--- config.mk ---
export PLATFORM = sky130hd
export DESIGN_NAME = pfr_sequencer
export DESIGN_NICKNAME = d
export VERILOG_FILES = /design/src/hdl/pfr_sequencer.v /design/src/hdl/pfr_sync.v /design/src/hdl/pfr_delay.v
export VERILOG_INCLUDE_DIRS = /design/src /design/src/inc
export SDC_FILE = /design/constraint.sdc
export NUM_CORES = 1
export LEC_CHECK = 0
export BUFFER_PORTS_ARGS = -buffer_cell sky130_fd_sc_hd__buf_2
export CAP_MARGIN = 20
export CORE_UTILIZATION = 40
export DETAILED_ROUTE_END_ITERATION = 8
export GPL_TIMING_DRIVEN = 0
export SYNTH_ARGS = -nofsm -noshare
export SYNTH_HDL_FRONTEND = slang
export SYNTH_SLANG_ARGS = --single-unit
--- constraint.sdc ---
create_clock -name clk_i -period 4.67 [get_ports clk_i]
set_input_delay 0.2335 -clock clk_i [delete_from_list [all_inputs] [get_ports clk_i]]
set_output_delay 0.2335 -clock clk_i [all_outputs]
set_load 0.1 [all_outputs]
--- src/inc/pfr_regs.vh ---
/*
 * Constants for the power fail and restart sequencer: bus offsets,
 * field positions, reset values and timing counts.
 * Assumes a 100 MHz clock and a 32-bit classic Wishbone slave port.
 */
// Behaviour
// - Power-good stays high while mains sense is inactive; drops when sense goes active.
// - Loss of power-good raises the power fail interrupt at once.
// - Once the CPU reports stop, assert memory write inhibit. The code does so only in ST_FAIL; a stop first seen in ST_WAIT is ignored.
// - On sense returning inactive, wait 0.6 s before reasserting power-good.
// - Reasserting power-good clears interrupt and inhibit in the same step.
// - Panel locked: start routine chosen by auto load selector, restart or load. The code uses the SELECT register instead when CTRL bit 1 is set.
// - Panel not locked: enter stop mode instead of any automatic start. The code still auto-starts if CTRL bit 0 (software lock) is set.
// - Selector bit 13 picks mass storage load; bits 0-10 give device address.
`ifndef PFR_REGS_VH
`define PFR_REGS_VH

// ---------------------------------------------------------------------
// Register offsets (byte addresses)
// ---------------------------------------------------------------------
`define PFR_STATUS_OFS      8'h00
`define PFR_CTRL_OFS        8'h04
`define PFR_SELECT_OFS      8'h08

// ---------------------------------------------------------------------
// Field positions
// ---------------------------------------------------------------------
`define PFR_ST_POWER_GOOD   0
`define PFR_ST_PF_IRQ       1
`define PFR_ST_INHIBIT      2
`define PFR_ST_STOP_MODE    3
`define PFR_ST_START        4
`define PFR_ST_STATE_LO     8
`define PFR_CTRL_LOCKED     0
`define PFR_ALD_MASS        13
`define PFR_ALD_ADDR_HI     10

// ---------------------------------------------------------------------
// Reset values
// ---------------------------------------------------------------------
`define PFR_CTRL_RST        1'b0
`define PFR_SELECT_RST      16'h0000

// ---------------------------------------------------------------------
// Timing
// ---------------------------------------------------------------------
`define PFR_CLK_MHZ         100
`define PFR_RESTORE_MS      600
`define PFR_RESTORE_CYC     (`PFR_RESTORE_MS * 1000 * `PFR_CLK_MHZ)

`endif

--- src/hdl/pfr_sequencer.v ---
/*
 * Power fail and automatic restart sequencer with Wishbone registers.
 * Assumes mains_sense_i is asynchronous, high while power is lost,
 * and that the CPU pulses or holds cpu_stopped_i once state is saved.
 */
// The register offsets and the Wishbone interface to the registers are this design's own decisions.
`timescale 1ns/100ps
`default_nettype none
`include "pfr_regs.vh"
module pfr_sequencer #(
    parameter RESTORE_CYCLES = `PFR_RESTORE_CYC
) (
    input  wire        clk_i,
    input  wire        rst_i,
    input  wire        mains_sense_i,
    input  wire        cpu_stopped_i,
    input  wire        panel_locked_i,
    input  wire [15:0] auto_load_selector_i,
    input  wire        wb_cyc_i,
    input  wire        wb_stb_i,
    input  wire        wb_we_i,
    input  wire [7:0]  wb_adr_i,
    input  wire [3:0]  wb_sel_i,
    input  wire [31:0] wb_dat_i,
    output reg  [31:0] wb_dat_o,
    output reg         wb_ack_o,
    output reg         power_good_o,
    output reg         power_fail_irq_o,
    output reg         memory_write_inhibit_o,
    output reg         auto_start_o,
    output reg         mass_load_o,
    output reg  [10:0] load_address_o,
    output reg         stop_mode_o
);
    // -----------------------------------------------------------------
    // States
    // -----------------------------------------------------------------
    localparam [2:0] ST_RUN     = 3'd0;
    localparam [2:0] ST_FAIL    = 3'd1;
    localparam [2:0] ST_INHIBIT = 3'd2;
    localparam [2:0] ST_WAIT    = 3'd3;
    localparam [2:0] ST_START   = 3'd4;

    reg  [2:0]  state_q;
    reg  [2:0]  state_d;
    reg         sw_lock_q;
    reg  [15:0] sw_select_q;
    reg         sw_select_en_q;
    wire        sense_s;
    wire        delay_done;
    wire        locked;
    wire [15:0] selector;
    wire        wb_req;

    // -----------------------------------------------------------------
    // Mains sense synchroniser and restore delay
    // -----------------------------------------------------------------
    pfr_sync u_sync (
        .clk_i   (clk_i),
        .rst_i   (rst_i),
        .async_i (mains_sense_i),
        .sync_o  (sense_s)
    );

    pfr_delay #(
        .CYCLES (RESTORE_CYCLES)
    ) u_delay (
        .clk_i  (clk_i),
        .rst_i  (rst_i),
        .run_i  (state_q == ST_WAIT && !sense_s),
        .done_o (delay_done)
    );

    assign locked   = panel_locked_i | sw_lock_q;
    assign selector = sw_select_en_q ? sw_select_q : auto_load_selector_i;

    // -----------------------------------------------------------------
    // Sequencer
    // -----------------------------------------------------------------
    always @* begin
        state_d = state_q;
        case (state_q)
            ST_RUN: begin
                if (sense_s)
                    state_d = ST_FAIL;
            end
            ST_FAIL: begin
                if (cpu_stopped_i)
                    state_d = ST_INHIBIT;
                else if (!sense_s)
                    state_d = ST_WAIT;
            end
            ST_INHIBIT: begin
                if (!sense_s)
                    state_d = ST_WAIT;
            end
            ST_WAIT: begin
                if (sense_s && memory_write_inhibit_o)
                    state_d = ST_INHIBIT;
                else if (sense_s)
                    state_d = ST_FAIL;
                else if (delay_done)
                    state_d = ST_START;
            end
            ST_START: begin
                state_d = ST_RUN;
            end
            default: begin
                state_d = ST_RUN;
            end
        endcase
    end

    always @(posedge clk_i) begin
        if (rst_i) begin
            state_q                <= ST_RUN;
            power_good_o           <= 1'b1;
            power_fail_irq_o       <= 1'b0;
            memory_write_inhibit_o <= 1'b0;
            auto_start_o           <= 1'b0;
            mass_load_o            <= 1'b0;
            load_address_o         <= 11'h000;
            stop_mode_o            <= 1'b0;
        end else begin
            state_q      <= state_d;
            auto_start_o <= 1'b0;
            if (state_d == ST_FAIL && state_q == ST_RUN) begin
                power_good_o     <= 1'b0;
                power_fail_irq_o <= 1'b1;
                stop_mode_o      <= 1'b0;
            end
            if (state_d == ST_INHIBIT)
                memory_write_inhibit_o <= 1'b1;
            if (state_d == ST_START) begin
                power_good_o           <= 1'b1;
                power_fail_irq_o       <= 1'b0;
                memory_write_inhibit_o <= 1'b0;
                if (locked) begin
                    auto_start_o   <= 1'b1;
                    mass_load_o    <= selector[`PFR_ALD_MASS];
                    load_address_o <= selector[`PFR_ALD_ADDR_HI:0];
                end else begin
                    stop_mode_o <= 1'b1;
                end
            end
        end
    end

    // -----------------------------------------------------------------
    // Wishbone slave, one wait state
    // -----------------------------------------------------------------
    assign wb_req = wb_cyc_i && wb_stb_i && !wb_ack_o;

    always @(posedge clk_i) begin
        if (rst_i) begin
            wb_ack_o       <= 1'b0;
            wb_dat_o       <= 32'h0000_0000;
            sw_lock_q      <= `PFR_CTRL_RST;
            sw_select_q    <= `PFR_SELECT_RST;
            sw_select_en_q <= 1'b0;
        end else begin
            wb_ack_o <= wb_req;
            wb_dat_o <= 32'h0000_0000;
            if (wb_req && wb_we_i) begin
                case (wb_adr_i)
                    `PFR_CTRL_OFS: begin
                        if (wb_sel_i[0]) begin
                            sw_lock_q      <= wb_dat_i[`PFR_CTRL_LOCKED];
                            sw_select_en_q <= wb_dat_i[1];
                        end
                    end
                    `PFR_SELECT_OFS: begin
                        if (wb_sel_i[0])
                            sw_select_q[7:0] <= wb_dat_i[7:0];
                        if (wb_sel_i[1])
                            sw_select_q[15:8] <= wb_dat_i[15:8];
                    end
                    default: begin
                    end
                endcase
            end else if (wb_req) begin
                case (wb_adr_i)
                    `PFR_STATUS_OFS: begin
                        wb_dat_o <= {21'h0, state_q, 3'h0, auto_start_o,
                                     stop_mode_o, memory_write_inhibit_o,
                                     power_fail_irq_o, power_good_o};
                    end
                    `PFR_CTRL_OFS: begin
                        wb_dat_o <= {30'h0, sw_select_en_q, sw_lock_q};
                    end
                    `PFR_SELECT_OFS: begin
                        wb_dat_o <= {16'h0000, sw_select_q};
                    end
                    default: begin
                        wb_dat_o <= 32'h0000_0000;
                    end
                endcase
            end
        end
    end
endmodule
`default_nettype wire

--- src/hdl/pfr_sync.v ---
/*
 * Two-flop synchroniser for one asynchronous level.
 * Assumes the output is read only in the clk_i domain.
 */
`timescale 1ns/100ps
`default_nettype none
module pfr_sync (
    input  wire clk_i,
    input  wire rst_i,
    input  wire async_i,
    output wire sync_o
);
    reg meta_q;
    reg sync_q;

    always @(posedge clk_i) begin
        if (rst_i) begin
            meta_q <= 1'b0;
            sync_q <= 1'b0;
        end else begin
            meta_q <= async_i;
            sync_q <= meta_q;
        end
    end

    assign sync_o = sync_q;
endmodule
`default_nettype wire

--- src/hdl/pfr_delay.v ---
/*
 * Restore delay counter: done_o goes high after CYCLES clocks of run_i.
 * Assumes run_i stays high for the whole wait; dropping it restarts.
 */
`timescale 1ns/100ps
`default_nettype none
module pfr_delay #(
    parameter CYCLES = 60000000
) (
    input  wire clk_i,
    input  wire rst_i,
    input  wire run_i,
    output wire done_o
);
    reg [31:0] cnt_q;
    reg        done_q;

    always @(posedge clk_i) begin
        if (rst_i || !run_i) begin
            cnt_q  <= 32'h0000_0000;
            done_q <= 1'b0;
        end else if (!done_q) begin
            if (cnt_q == CYCLES - 1)
                done_q <= 1'b1;
            cnt_q <= cnt_q + 32'h0000_0001;
        end
    end

    assign done_o = done_q;
endmodule
`default_nettype wire

==> results of run 1 <==
worst max-delay path by stage:
| stage | from | end | slack (ns) | depth (start not counted) |
|---|---|---|---|---|
| floorplan | wb_ack_o$_SDFF_PP0_ | sw_select_q[0]$_SDFFE_PP0P_ | 2.58 | 5 |
| global placement | wb_adr_i[1] | wb_dat_o[9]$_SDFF_PP0_ | 2.63 | 6 |
| detailed placement | wb_adr_i[1] | wb_dat_o[9]$_SDFF_PP0_ | 2.63 | 6 |
| CTS | state_q[1]$_SDFF_PP0_ | load_address_o[9]$_SDFFE_PP0P_ | 2.81 | 7 |
| global route | state_q[1]$_SDFF_PP0_ | load_address_o[5]$_SDFFE_PP0P_ | 2.60 | 7 |
| finish | state_q[1]$_SDFF_PP0_ | load_address_o[2]$_SDFFE_PP0P_ | 2.80 | 7 |
where the power goes:
group	internal, mW	switching, mW
clock	0.355	0.275
sequential	0.774	0.00879
combinational	0.0406	0.115
per-stage QoR:
| stage | utilization, % | power (mW) | hold WS (ns) | setup WS, ns | cells |
|---|---|---|---|---|---|
| 3_5_place_dp | 47.9 | 0.956 | 0.425 | 2.63 | 632 |
| 6_report | 50.5 | 1.57 | 0.0836 | 2.80 | 648 |
| 2_1_floorplan | - | 0.922 | 0.362 | 2.58 | 426 |
| 5_1_grt | 50.5 | 1.63 | 0.0878 | 2.60 | 648 |
| 4_1_cts | 50.5 | 1.58 | 0.0723 | 2.81 | 648 |
| 3_3_place_gp | 47.9 | 0.955 | 0.419 | 2.63 | 632 |
metal layers:
layer,vias up,wire (um)
met5,-,0
met4,0,80
met3,6,549
met2,81,3590
met1,1424,4230
li1,1586,-
cell families (layout without fill, tap and decap cells):
| logic type | Yosys count | count (layout) | share of synthesized area [%] |
|---|---|---|---|
| simple gates | 184 | 184 | 24.8 |
| flops | 90 | 90 | 46.8 |
| mux | 40 | 40 | 10.4 |
| buf+inv | 40 | 133 | 6.31 |
| xor+xnor | 31 | 31 | 7.06 |
| compound gates | 24 | 24 | 4.20 |
| fa+ha+maj | 1 | 1 | 0.325 |
| other cells | 1 | 16 | 0.0975 |
registers in the layout, summed over array words and instances (netlist names):
name	flops
auto_start_o	1
load_address_o	11
mass_load_o	1
memory_write_inhibit_o	1
power_fail_irq_o	1
power_good_o	1
state_q	3
stop_mode_o	1
sw_lock_q	1
sw_select_en_q	1
sw_select_q	16
u_delay.cnt_q	32
u_delay.done_o	1
u_sync.meta_q	1
u_sync.sync_o	1
wb_ack_o	1
wb_dat_o	16
cells in the final DEF, fill, tap and decap left out, types with 3 or more instances in the layout:
master     instances
clkbuf_8           9
inv_1              3
conb_1            16
nand3_1           16
xor2_1            19
a21oi_1            6
nor4_1             5
nand4_1            9
nor2b_1            9
nand2_1           10
buf_4             19
or3_1              4
xnor2_1           12
dfxtp_1           90
mux2i_1           40
buf_2             82
and3_1            15
nor3_1             7
a211oi_1          13
clkbuf_1          10
bufinv_16          3
nor4b_1            3
nand3b_1           3
nor2_1            84
worst register-to-register path, cell delays in order (launching register included):
cell and delay [ns]:
dfxtp_1 0.48, nand2_2 0.13, nor4b_4 0.36, nor2b_1 0.22
buf_4 0.18, buf_6 0.15, nor2_1 0.05, a211oi_1 0.22
synth_stat cells:
cell / n
nor4_2: 1
a211o_1: 1
nor2_1: 84
mux2i_1: 40
or3_1: 4
nor2b_1: 9
or4_1: 2
and2_1: 2
nand4_1: 9
buf_6: 2
nand4b_1: 2
nand3_2: 1
xnor2_1: 12
o21ai_0: 2
inv_1: 3
conb_1: 1
nand2_2: 1
nand3b_1: 3
nor4b_4: 1
nor2_2: 1
ha_1: 1
and4_1: 2
buf_1: 1
a22oi_1: 1
nand2_1: 10
dfxtp_1: 90
nand3_1: 16
a21oi_1: 6
nor4b_1: 3
nor4_1: 5
and4b_1: 2
nor3_1: 7
buf_2: 5
a211oi_1: 13
clkbuf_1: 10
or4b_2: 2
o21bai_1: 1
nand2b_1: 2
xor2_1: 19
buf_4: 19
and3_1: 15
layout make-up:
cell class	instances	share of cell area, %
Multi-Input combinational cell	296	39.6
Sequential cell	90	38.4
Timing Repair Buffer	77	8.22
Buffer	37	4.93
Tap cell	129	3.44
Clock buffer	9	2.64
Clock inverter	7	2.48
Inverter	3	0.240
==> flow_summary_export.csv, run 1 <==
group,metric,value,unit
logic_synthesis,ys_seq_elements,90,
logic_synthesis,synth-seq-area-share,46.8,%
sta,setup-violations-final,0,
placed_design,placed_cell_area,4450,um2
placed_design,gp_congestion,0.810,
placed_design,placement.io_buffers,77,
logic_synthesis,post_synth_main_area_contributors,"dfxtp_1 47%, mux2i_1 10%, nor2_1 8.2%, xor2_1 4.3%, buf_4 3.7%",
route,detail_route.wirelength,8.45,mm
clock_network,post_cts.repair.setup_buffers,0,
route,wire_per_inst,13.0,um
route,routed_vias,3097,
grt,globalRouteOverflowTotal,0,
worst_setup_path,rr_endpoint,"load_address_o[2]$_SDFFE_PP0P_",
logic_synthesis,synth_top_area_cell,"dfxtp_1",
placed_design,dpl.hpwl,6.37,mm
floorplanning,die_area,10000,um2
logic_synthesis,post_synth_inst_count,411,
grt,grtUsageMet2,26.7,%
logic_synthesis,yosys.area.top_type_share,46.8,%
worst_setup_path,worst_path_dominant_cell_family,"simple AND/OR/NAND/NOR gates",
grt,global_route_wire_length_before_repair,14.2,mm
clock_network,cts_inserted_buffers,9,
worst_setup_path,critPathArrivalTime,2.13,ns
logic_synthesis,synthesis.yosys.warnings,0,
status,run_status,"completed",
grt,maximum_number_of_pins_on_one_net_before_global_route_repair,16,
clock_network,cts_tree,"built",
layout,finalInstanceArea,4690,um2
min_path,timing.hold.worst_endpoint,"u_sync.meta_q$_SDFF_PP0_",
floorplanning,ioPinCount,118,
floorplanning,standard_cell_rows,35,
floorplanning,initial_core_utilization,41.4,%
route,remaining_drc_errors,0,
worst_setup_path,crit_path_max_incr_delay,0.48,ns
min_path,worstHoldPathType,"in2reg",
route,drt_first_pass_iters,4,
layout,antenna_cells_inserted,0,
clock_network,clk_transition_reported_paths,0.09,ns
worst_setup_path,crit-reg2reg-launch,"state_q[1]$_SDFF_PP0_",
route,detailedRoute.firstIterationViolations,83,
sta,rsz0062_at_grt,"no",
clock_network,cts_buffer_depth,2,
power,static-leakage-power,1.95,nW
route,drt.antenna.violating_nets,0,
sta,finalMaxSlewViolations,0,
worst_setup_path,worst-setup-path-type,"reg2reg",
worst_setup_path,critPathMaxFanout,10,
sta,final.setup_skew,0.00631,ns
layout,multi_input_area,1860,um2
power,power.ir.vdd_worst,0.141,mV
logic_synthesis,synth_cell_type_count,41,
logic_synthesis,synth.avg_cell_area,9.36,um2
clock_network,buffer_type_at_the_clock_tree_root,"clkbuf_8",
floorplanning,die_w,100,um
worst_setup_path,regToRegSetupSlack,2.80,ns
grt,groute.usage.overall,18.2,%
min_path,min_path_cells,2,
layout,regArea,1800,um2
sta,tightestPinTransition,0.755,ns
grt,antenna_violations_before_repair,0,
floorplanning,core_area,9280,um2
power,power-per-cell-area,334,nW/um2
job,drv_cap,0,
min_path,hold_path_startpoint,"mains_sense_i",
grt,groute.layer.met1.usage,25.0,%
grt,global_route_layer_with_the_greatest_usage,"met2",
floorplanning,die_span_y,100,um
sta,final_hold_viol_count,0,
worst_setup_path,cp.buffers_inverters,2,
worst_setup_path,required,4.93,ns
sta,layout_min_cycle_time,1.87,ns
worst_setup_path,critical_path.endpoint_type,"register",
worst_setup_path,startpoint_type,"register",
clock_network,clk-insertion-delay-late,0.35,ns
sta,final_min_period_over_clock_period,40.0,%
clock_network,cts-hold-fix-buffers,0,
sta,maxClockFrequency,535,MHz
clock_network,post_cts.resized_instances,0,
layout,post_route_cells_drive_above_1_share,24.3,%
sta,maxSlewHeadroom,49.3,%
layout,area.growth.synth_to_final,21.9,%
route,routed_via_density,4.78,
sta,setup-tns-final,0,ns
grt,use_met3,5.71,%
worst_setup_path,timing.critical_path.cells,"nand2_2 -> nor4b_4 -> nor2b_1 -> buf_4 -> buf_6 -> nor2_1 -> a211oi_1",
logic_synthesis,netlist_area,3850,um2
clock_network,clock-sinks,90,
worst_setup_path,worst_path_max_delay_cell,"dfxtp_1",
grt,grt_pass1_vias,2991,
worst_setup_path,worst_r2r_path_depth,7,
clock_network,cts.htree.levels,3,
layout,fillers,919,
layout,layout.nets,583,
Note: power is estimated with default switching activity, not from simulation.
==> run 2, diff against run 1 <==
--- a/config.mk
+++ b/config.mk
@@ -11,6 +11,7 @@
 export CORE_UTILIZATION = 40
 export DETAILED_ROUTE_END_ITERATION = 8
 export GPL_TIMING_DRIVEN = 0
+export PLACE_DENSITY = 0.67
 export SYNTH_ARGS = -nofsm -noshare
 export SYNTH_HDL_FRONTEND = slang
 export SYNTH_SLANG_ARGS = --single-unit
==> constraint.sdc (replaced) <==
create_clock -name clk_i -period 1.5 [get_ports clk_i]
set_input_delay 0.075 -clock clk_i [delete_from_list [all_inputs] [get_ports clk_i]]
set_output_delay 0.075 -clock clk_i [all_outputs]
set_load 0.1 [all_outputs]
==> flow_summary_export.csv, run 2 (synthesized netlist as in run 1, its figures left out) <==
group,metric,value,unit
status,run_status,"complete, but fails checks",
status,violated_checks,"negative setup slack",
worst_setup_path,critical_path_depth,7,
placed_design,placed_cell_area,4520,um2
route,drt.antenna.violating_nets,0,
layout,largest_register_ffs,32,
worst_setup_path,critical_path.endpoint_type,"register",
placed_design,placement.io_buffers,77,
clock_network,buffer_type_at_the_clock_tree_root,"clkbuf_8",
worst_setup_path,worst_r2r_path_depth,7,
sta,setup_ws,-0.156,ns
layout,area.growth.synth_to_final,44.3,%
layout,regMostFlops,"u_delay.cnt_q",
worst_setup_path,crit_path_max_incr_delay,0.36,ns
worst_setup_path,cpMostUsedCell,"buf_6",
worst_setup_path,startpoint_type,"register",
layout,layout_common_cells,"80 x buf_2, 78 x nor2_1, 68 x dfxtp_1, 41 x buf_4, 40 x mux2i_1",
sta,setup-violations-final,25,
route,routed_vias,3398,
route,wire_per_inst,14.6,um
clock_network,cts_buffer_depth,2,
layout,fillers,797,
worst_setup_path,worst-setup-path-type,"reg2reg",
clock_network,clk-insertion-delay-late,0.36,ns
sta,final_layout_worst_hold_slack,0.0695,ns
worst_setup_path,timing.critical_path.cells,"and4b_1 -> buf_6 -> and4_1 -> buf_6 -> nand3_2 -> or3_4 -> a21oi_2",
worst_setup_path,required,1.79,ns
placed_design,gp_congestion,0.828,
placed_design,dpl.hpwl,6.57,mm
sta,final_hold_viol_count,0,
power,power.ir.vdd_worst,0.672,mV
min_path,timing.hold.worst_endpoint,"wb_ack_o$_SDFF_PP0_",
min_path,min_path_cells,3,
floorplanning,die_w,100,um
floorplanning,standard_cell_rows,35,
grt,global_route_wire_length_before_repair,15.4,mm
layout,reg_top3,"u_delay.cnt_q x32, sw_select_q x16, wb_dat_o x16",
grt,antenna_violations_before_repair,0,
power,power_switching_share,25.4,%
sta,rsz0062_at_grt,"yes",
worst_setup_path,worst_path_max_delay_cell,"dfxtp_4",
power,total_switching_power,1.26,mW
worst_setup_path,critPathMaxFanout,5,
sta,final.setup_skew,0.0133,ns
route,routed_via_density,4.88,
worst_setup_path,crit-reg2reg-launch,"u_delay.done_o$_SDFF_PP0_",
clock_network,cts.htree.levels,3,
layout,layout.nets,631,
sta,maxSlewHeadroom,60.2,%
layout,layout.cells.most_common,"buf_2",
floorplanning,die_span_y,100,um
worst_setup_path,rr_endpoint,"u_delay.cnt_q[31]$_SDFFE_PP0N_",
floorplanning,core_area,9280,um2
clock_network,cts_inserted_buffers,9,
layout,post_route_cells_drive_above_1_share,39.3,%
route,detail_route.wirelength,10.2,mm
floorplanning,initial_core_utilization,41.4,%
worst_setup_path,regToRegSetupSlack,-0.16,ns
worst_setup_path,critPathArrivalTime,1.95,ns
sta,maxClockFrequency,604,MHz
grt,grtUsageMet2,32.6,%
job,drv_cap,0,
sta,layout_min_cycle_time,1.66,ns
power,share_clk_of_total_power,39.0,%
route,detailedRoute.firstIterationViolations,153,
worst_setup_path,cp.buffers_inverters,2,
grt,groute.layer.met1.usage,24.5,%
grt,use_met3,4.11,%
min_path,hold_path_startpoint,"wb_stb_i",
power,seq_power_share,48.9,%
floorplanning,ioPinCount,118,
route,remaining_drc_errors,0,
min_path,worstHoldPathType,"in2reg",
grt,maximum_number_of_pins_on_one_net_before_global_route_repair,15,
grt,grt_pass1_vias,3258,
worst_setup_path,worst_path_dominant_cell_family,"simple AND/OR/NAND/NOR gates",
grt,globalRouteOverflowTotal,0,
floorplanning,die_area,10000,um2
placed_design,pre_cts_slack,-0.487,ns
layout,antenna_cells_inserted,0,
sta,tightestPinTransition,0.597,ns
grt,global_route_layer_with_the_greatest_usage,"met2",
power,power_frac_comb,12.0,%
grt,groute.usage.overall,19.8,%
sta,final_min_period_over_clock_period,110,%
layout,finalInstanceArea,5550,um2
power,static-leakage-power,2.34,nW
power,power-per-cell-area,896,nW/um2
route,drt_first_pass_iters,4,
clock_network,clock-sinks,90,
clock_network,clk_transition_reported_paths,0.08,ns
power,power.internal,3.71,mW
clock_network,cts_tree,"built",
sta,finalMaxSlewViolations,0,
[run 2: cell count changes in the layout (fill, tap and decap cells not counted), sizes merged]
cell	delta
buf	+31
inv	-1
dlygate4sd3	+17
clkbuf	+2
clkinv	-1
[run 2: cell type report]
cell class / instances / area [um2] / share of cell area [%]
tap: 129 / 161 / 2.91
multi-input combinational: 296 / 2160 / 38.8
sequential: 90 / 1850 / 33.4
clock inverter: 5 / 103 / 1.85
clock buffer: 11 / 131 / 2.37
timing repair buffer: 130 / 915 / 16.5
buffer: 32 / 221 / 3.99
inverter: 3 / 11.3 / 0.203
[run 2: routing by layer]
metal,wire (um),share of wire (%)
met3,434,4.3
met5,0,0
met2,4890,48
met1,4530,45
met4,312,3.1
[run 2: worst max path at each step]
stage                         startpoint                             end  slack [ns]
6_report       u_delay.done_o$_SDFF_PP0_  u_delay.cnt_q[31]$_SDFFE_PP0N_       -0.16
5_1_grt        u_delay.done_o$_SDFF_PP0_  u_delay.cnt_q[31]$_SDFFE_PP0N_       -0.22
4_1_cts        u_delay.done_o$_SDFF_PP0_  u_delay.cnt_q[31]$_SDFFE_PP0N_       -0.17
3_5_place_dp                 wb_adr_i[1]         wb_dat_o[10]$_SDFF_PP0_       -0.49
3_3_place_gp                 wb_adr_i[1]         wb_dat_o[10]$_SDFF_PP0_       -0.47
2_1_floorplan  u_delay.done_o$_SDFF_PP0_  u_delay.cnt_q[31]$_SDFFE_PP0N_       -0.08
[run 2: worst min-delay path, cell delays in order]
cell and delay (ns):
buf_2 0.10, nand3b_1 0.15, nor2_1 0.05
[run 2: power groups by stage]
| stage | registers, mW | clock network (mW) | logic (mW) |
|---|---|---|---|
| CTS | 2.44 | 1.98 | 0.556 |
| global route | 2.44 | 2.07 | 0.629 |
| detailed placement | 2.50 | 0 | 0.485 |
| finish | 2.43 | 1.94 | 0.599 |
| floorplan | 2.56 | 0 | 0.313 |
| global placement | 2.50 | 0 | 0.480 |
[run 2: per-stage QoR]
step / utilization, % / instances / power, mW / TNS (ns)
floorplan: - / 426 / 2.88 / -0.390
global placement: 48.6 / 632 / 2.98 / -9.30
detailed placement: 48.6 / 632 / 2.98 / -11.01
CTS: 56.5 / 684 / 4.97 / -0.853
global route: 59.8 / 696 / 5.14 / -3.49
finish: 59.8 / 696 / 4.97 / -1.42
[run 2: what timing repair did]
item / CTS / global route
endpoints found under the hold margin: 19 / 0
hold buffers: 17 / 0
resized for setup: 36 / 57
buffers inserted: 21 / 13
pin swaps: 14 / 25
gates cloned: 1 / 1
endpoints found under the setup margin: 57 / 47
==> run 3, diff against run 2 <==
--- a/config.mk
+++ b/config.mk
@@ -8,10 +8,12 @@
 export LEC_CHECK = 0
 export BUFFER_PORTS_ARGS = -buffer_cell sky130_fd_sc_hd__buf_2
 export CAP_MARGIN = 20
+export CORE_MARGIN = 10
 export CORE_UTILIZATION = 40
 export DETAILED_ROUTE_END_ITERATION = 8
 export GPL_TIMING_DRIVEN = 0
 export PLACE_DENSITY = 0.67
+export REMOVE_ABC_BUFFERS = 1
 export SYNTH_ARGS = -nofsm -noshare
 export SYNTH_HDL_FRONTEND = slang
 export SYNTH_SLANG_ARGS = --single-unit
==> flow_summary_export.csv, run 3 (synthesized netlist as in run 1, its figures left out) <==
group,metric,value,unit
worst_setup_path,critPathMaxFanout,5,
layout,area.growth.synth_to_final,33.5,%
sta,maxSlewHeadroom,40.9,%
grt,groute.usage.overall,13.9,%
power,share_clk_of_total_power,35.2,%
worst_setup_path,timing.critical_path.cells,"and4_4 -> and4_4 -> nand3_2 -> or3_4 -> a21oi_2",
layout,finalInstanceArea,5140,um2
placed_design,gp_congestion,0.803,
power,static-leakage-power,2.09,nW
worst_setup_path,worst_path_max_delay_cell,"dfxtp_2",
clock_network,cts_inserted_buffers,9,
layout,regMostFlops,"u_delay.cnt_q",
floorplanning,initial_core_utilization,41.4,%
layout,reg_top3,"u_delay.cnt_q x32, sw_select_q x16, wb_dat_o x16",
power,seq_power_share,53.4,%
grt,globalRouteOverflowTotal,0,
job,drv_cap,0,
layout,layout_common_cells,"79 x nor2_1, 79 x buf_2, 65 x dfxtp_1, 40 x mux2i_1",
worst_setup_path,required,1.79,ns
layout,multi_input_area,2140,um2
clock_network,buffer_type_at_the_clock_tree_root,"clkbuf_8",
worst_setup_path,worst-setup-path-type,"reg2reg",
min_path,worstHoldPathType,"in2reg",
placed_design,placed_cell_area,4250,um2
route,drt.antenna.violating_nets,0,
worst_setup_path,critical_path.endpoint_type,"register",
power,design_power_total,4.56,mW
route,detail_route.wirelength,10.3,mm
sta,rsz0062_at_grt,"yes",
sta,layout_min_cycle_time,1.56,ns
route,detailedRoute.firstIterationViolations,162,
floorplanning,die_span_y,118,um
route,wire_per_inst,15.7,um
grt,grt_pass1_vias,3265,
grt,maximum_number_of_pins_on_one_net_before_global_route_repair,46,
clock_network,clock-sinks,90,
sta,finalMaxSlewViolations,0,
clock_network,cts_buffer_depth,2,
layout,layout.nets,593,
sta,final.setup_skew,0.00781,ns
sta,final_hold_viol_count,0,
sta,maxClockFrequency,640,MHz
floorplanning,core_area,9280,um2
worst_setup_path,cpMostUsedCell,"and4_4",
clock_network,cts.htree.levels,3,
worst_setup_path,crit_path_max_incr_delay,0.40,ns
clock_network,cts_tree,"built",
layout,fillers,840,
placed_design,dpl.hpwl,6.78,mm
route,routed_vias,3300,
clock_network,clk-insertion-delay-late,0.35,ns
floorplanning,die_area,13900,um2
layout,largest_register_ffs,32,
sta,final_min_period_over_clock_period,104,%
worst_setup_path,startpoint_type,"register",
worst_setup_path,cp.buffers_inverters,0,
floorplanning,standard_cell_rows,35,
power,power.ir.vdd_worst,0.494,mV
status,run_status,"complete, but fails checks",
floorplanning,ioPinCount,118,
layout,regArea,1850,um2
placed_design,pre_cts_slack,-0.800,ns
power,power-per-cell-area,887,nW/um2
power,power_switching_share,26.5,%
sta,final_layout_worst_hold_slack,0.0440,ns
power,total_switching_power,1.21,mW
floorplanning,die_w,118,um
sta,setup_ws,-0.0617,ns
grt,global_route_wire_length_before_repair,16.0,mm
status,violated_checks,"negative setup slack",
power,power_frac_comb,11.4,%
sta,setup-violations-final,4,
worst_setup_path,worst_path_dominant_cell_family,"simple AND/OR/NAND/NOR gates",
route,drt_first_pass_iters,4,
placed_design,placement.io_buffers,79,
power,power.internal,3.35,mW
route,remaining_drc_errors,0,
layout,post_route_cells_drive_above_1_share,35.8,%
clock_network,clk_transition_reported_paths,0.08,ns
grt,antenna_violations_before_repair,1,
worst_setup_path,critPathArrivalTime,1.85,ns
route,routed_via_density,5.02,
sta,tightestPinTransition,0.886,ns
run 3: cell count changes in the layout (fill, tap and decap cells not counted), sizes merged:
cell / previous run / this run
clkinv: 1 / 2
or4: 2 / 3
buf: 135 / 104
clkinvlp: 1 / 0
and4: 2 / 3
clkbuf: 21 / 12
nor2: 85 / 86
diode: 0 / 1
bufinv: 3 / 1
run 3: through the flow:
stage | TNS (ns) | cells | util, %
after floorplan | -20.25 | 389 | -
after global placement | -41.09 | 597 | 45.6
after detailed placement | -32.52 | 598 | 45.7
after CTS | -1.17 | 642 | 51.8
after global routing | -1.91 | 658 | 55.3
final | -0.0878 | 658 | 55.3
run 3: layout make-up:
type | instances | area share (%)
tap | 129 | 3.14
clock inverter | 3 | 0.780
inverter | 3 | 0.219
multi-input combinational | 299 | 41.7
timing repair buffer | 121 | 15.3
clock buffer | 12 | 2.83
sequential | 90 | 36.0
antenna | 1 | 0.0487
run 3: routing by layer:
layer | vias up | GRT usage, % | wire, um
li1 | 1617 | - | -
met1 | 1561 | 16.2 | 4400
met2 | 98 | 23.2 | 5010
met3 | 24 | 4.08 | 642
met4 | 0 | 5.64 | 276
met5 | - | 0 | 0
run 3: repair_timing:
| item | in CTS | in global routing |
|---|---|---|
| hold endpoints to repair | 19 | 0 |
| pin swaps | 7 | 19 |
| resized for setup | 33 | 63 |
| setup endpoints to repair | 72 | 45 |
| buffers inserted | 10 | 14 |
| cloned | 2 | 1 |
| hold buffers | 17 | 0 |
run 3: power groups by stage:
stage               Combinational [mW]  Sequential [mW]  Clock (mW)
floorplan                        0.253             2.56           0
global placement                 0.436             2.49           0
detailed placement               0.440             2.49           0
CTS                              0.488             2.44        1.65
global route                     0.549             2.44        1.75
finish                           0.517             2.43        1.61
run 3: tightest hold or removal path, stage by stage:
cell      delay, ns
buf_2          0.10
mux2i_1        0.11
a211oi_1       0.08
run 3: worst paths after layout:
check	from	end	slack (ns)	depth (start not counted)
min reg2reg	u_sync.meta_q$_SDFF_PP0_	u_sync.sync_o$_SDFF_PP0_	0.44	1
min	auto_load_selector_i[1]	load_address_o[1]$_SDFFE_PP0P_	0.04	3
max reg2reg	u_delay.cnt_q[12]$_SDFFE_PP0N_	u_delay.cnt_q[31]$_SDFFE_PP0N_	-0.06	5
max	u_delay.cnt_q[12]$_SDFFE_PP0N_	u_delay.cnt_q[31]$_SDFFE_PP0N_	-0.06	5
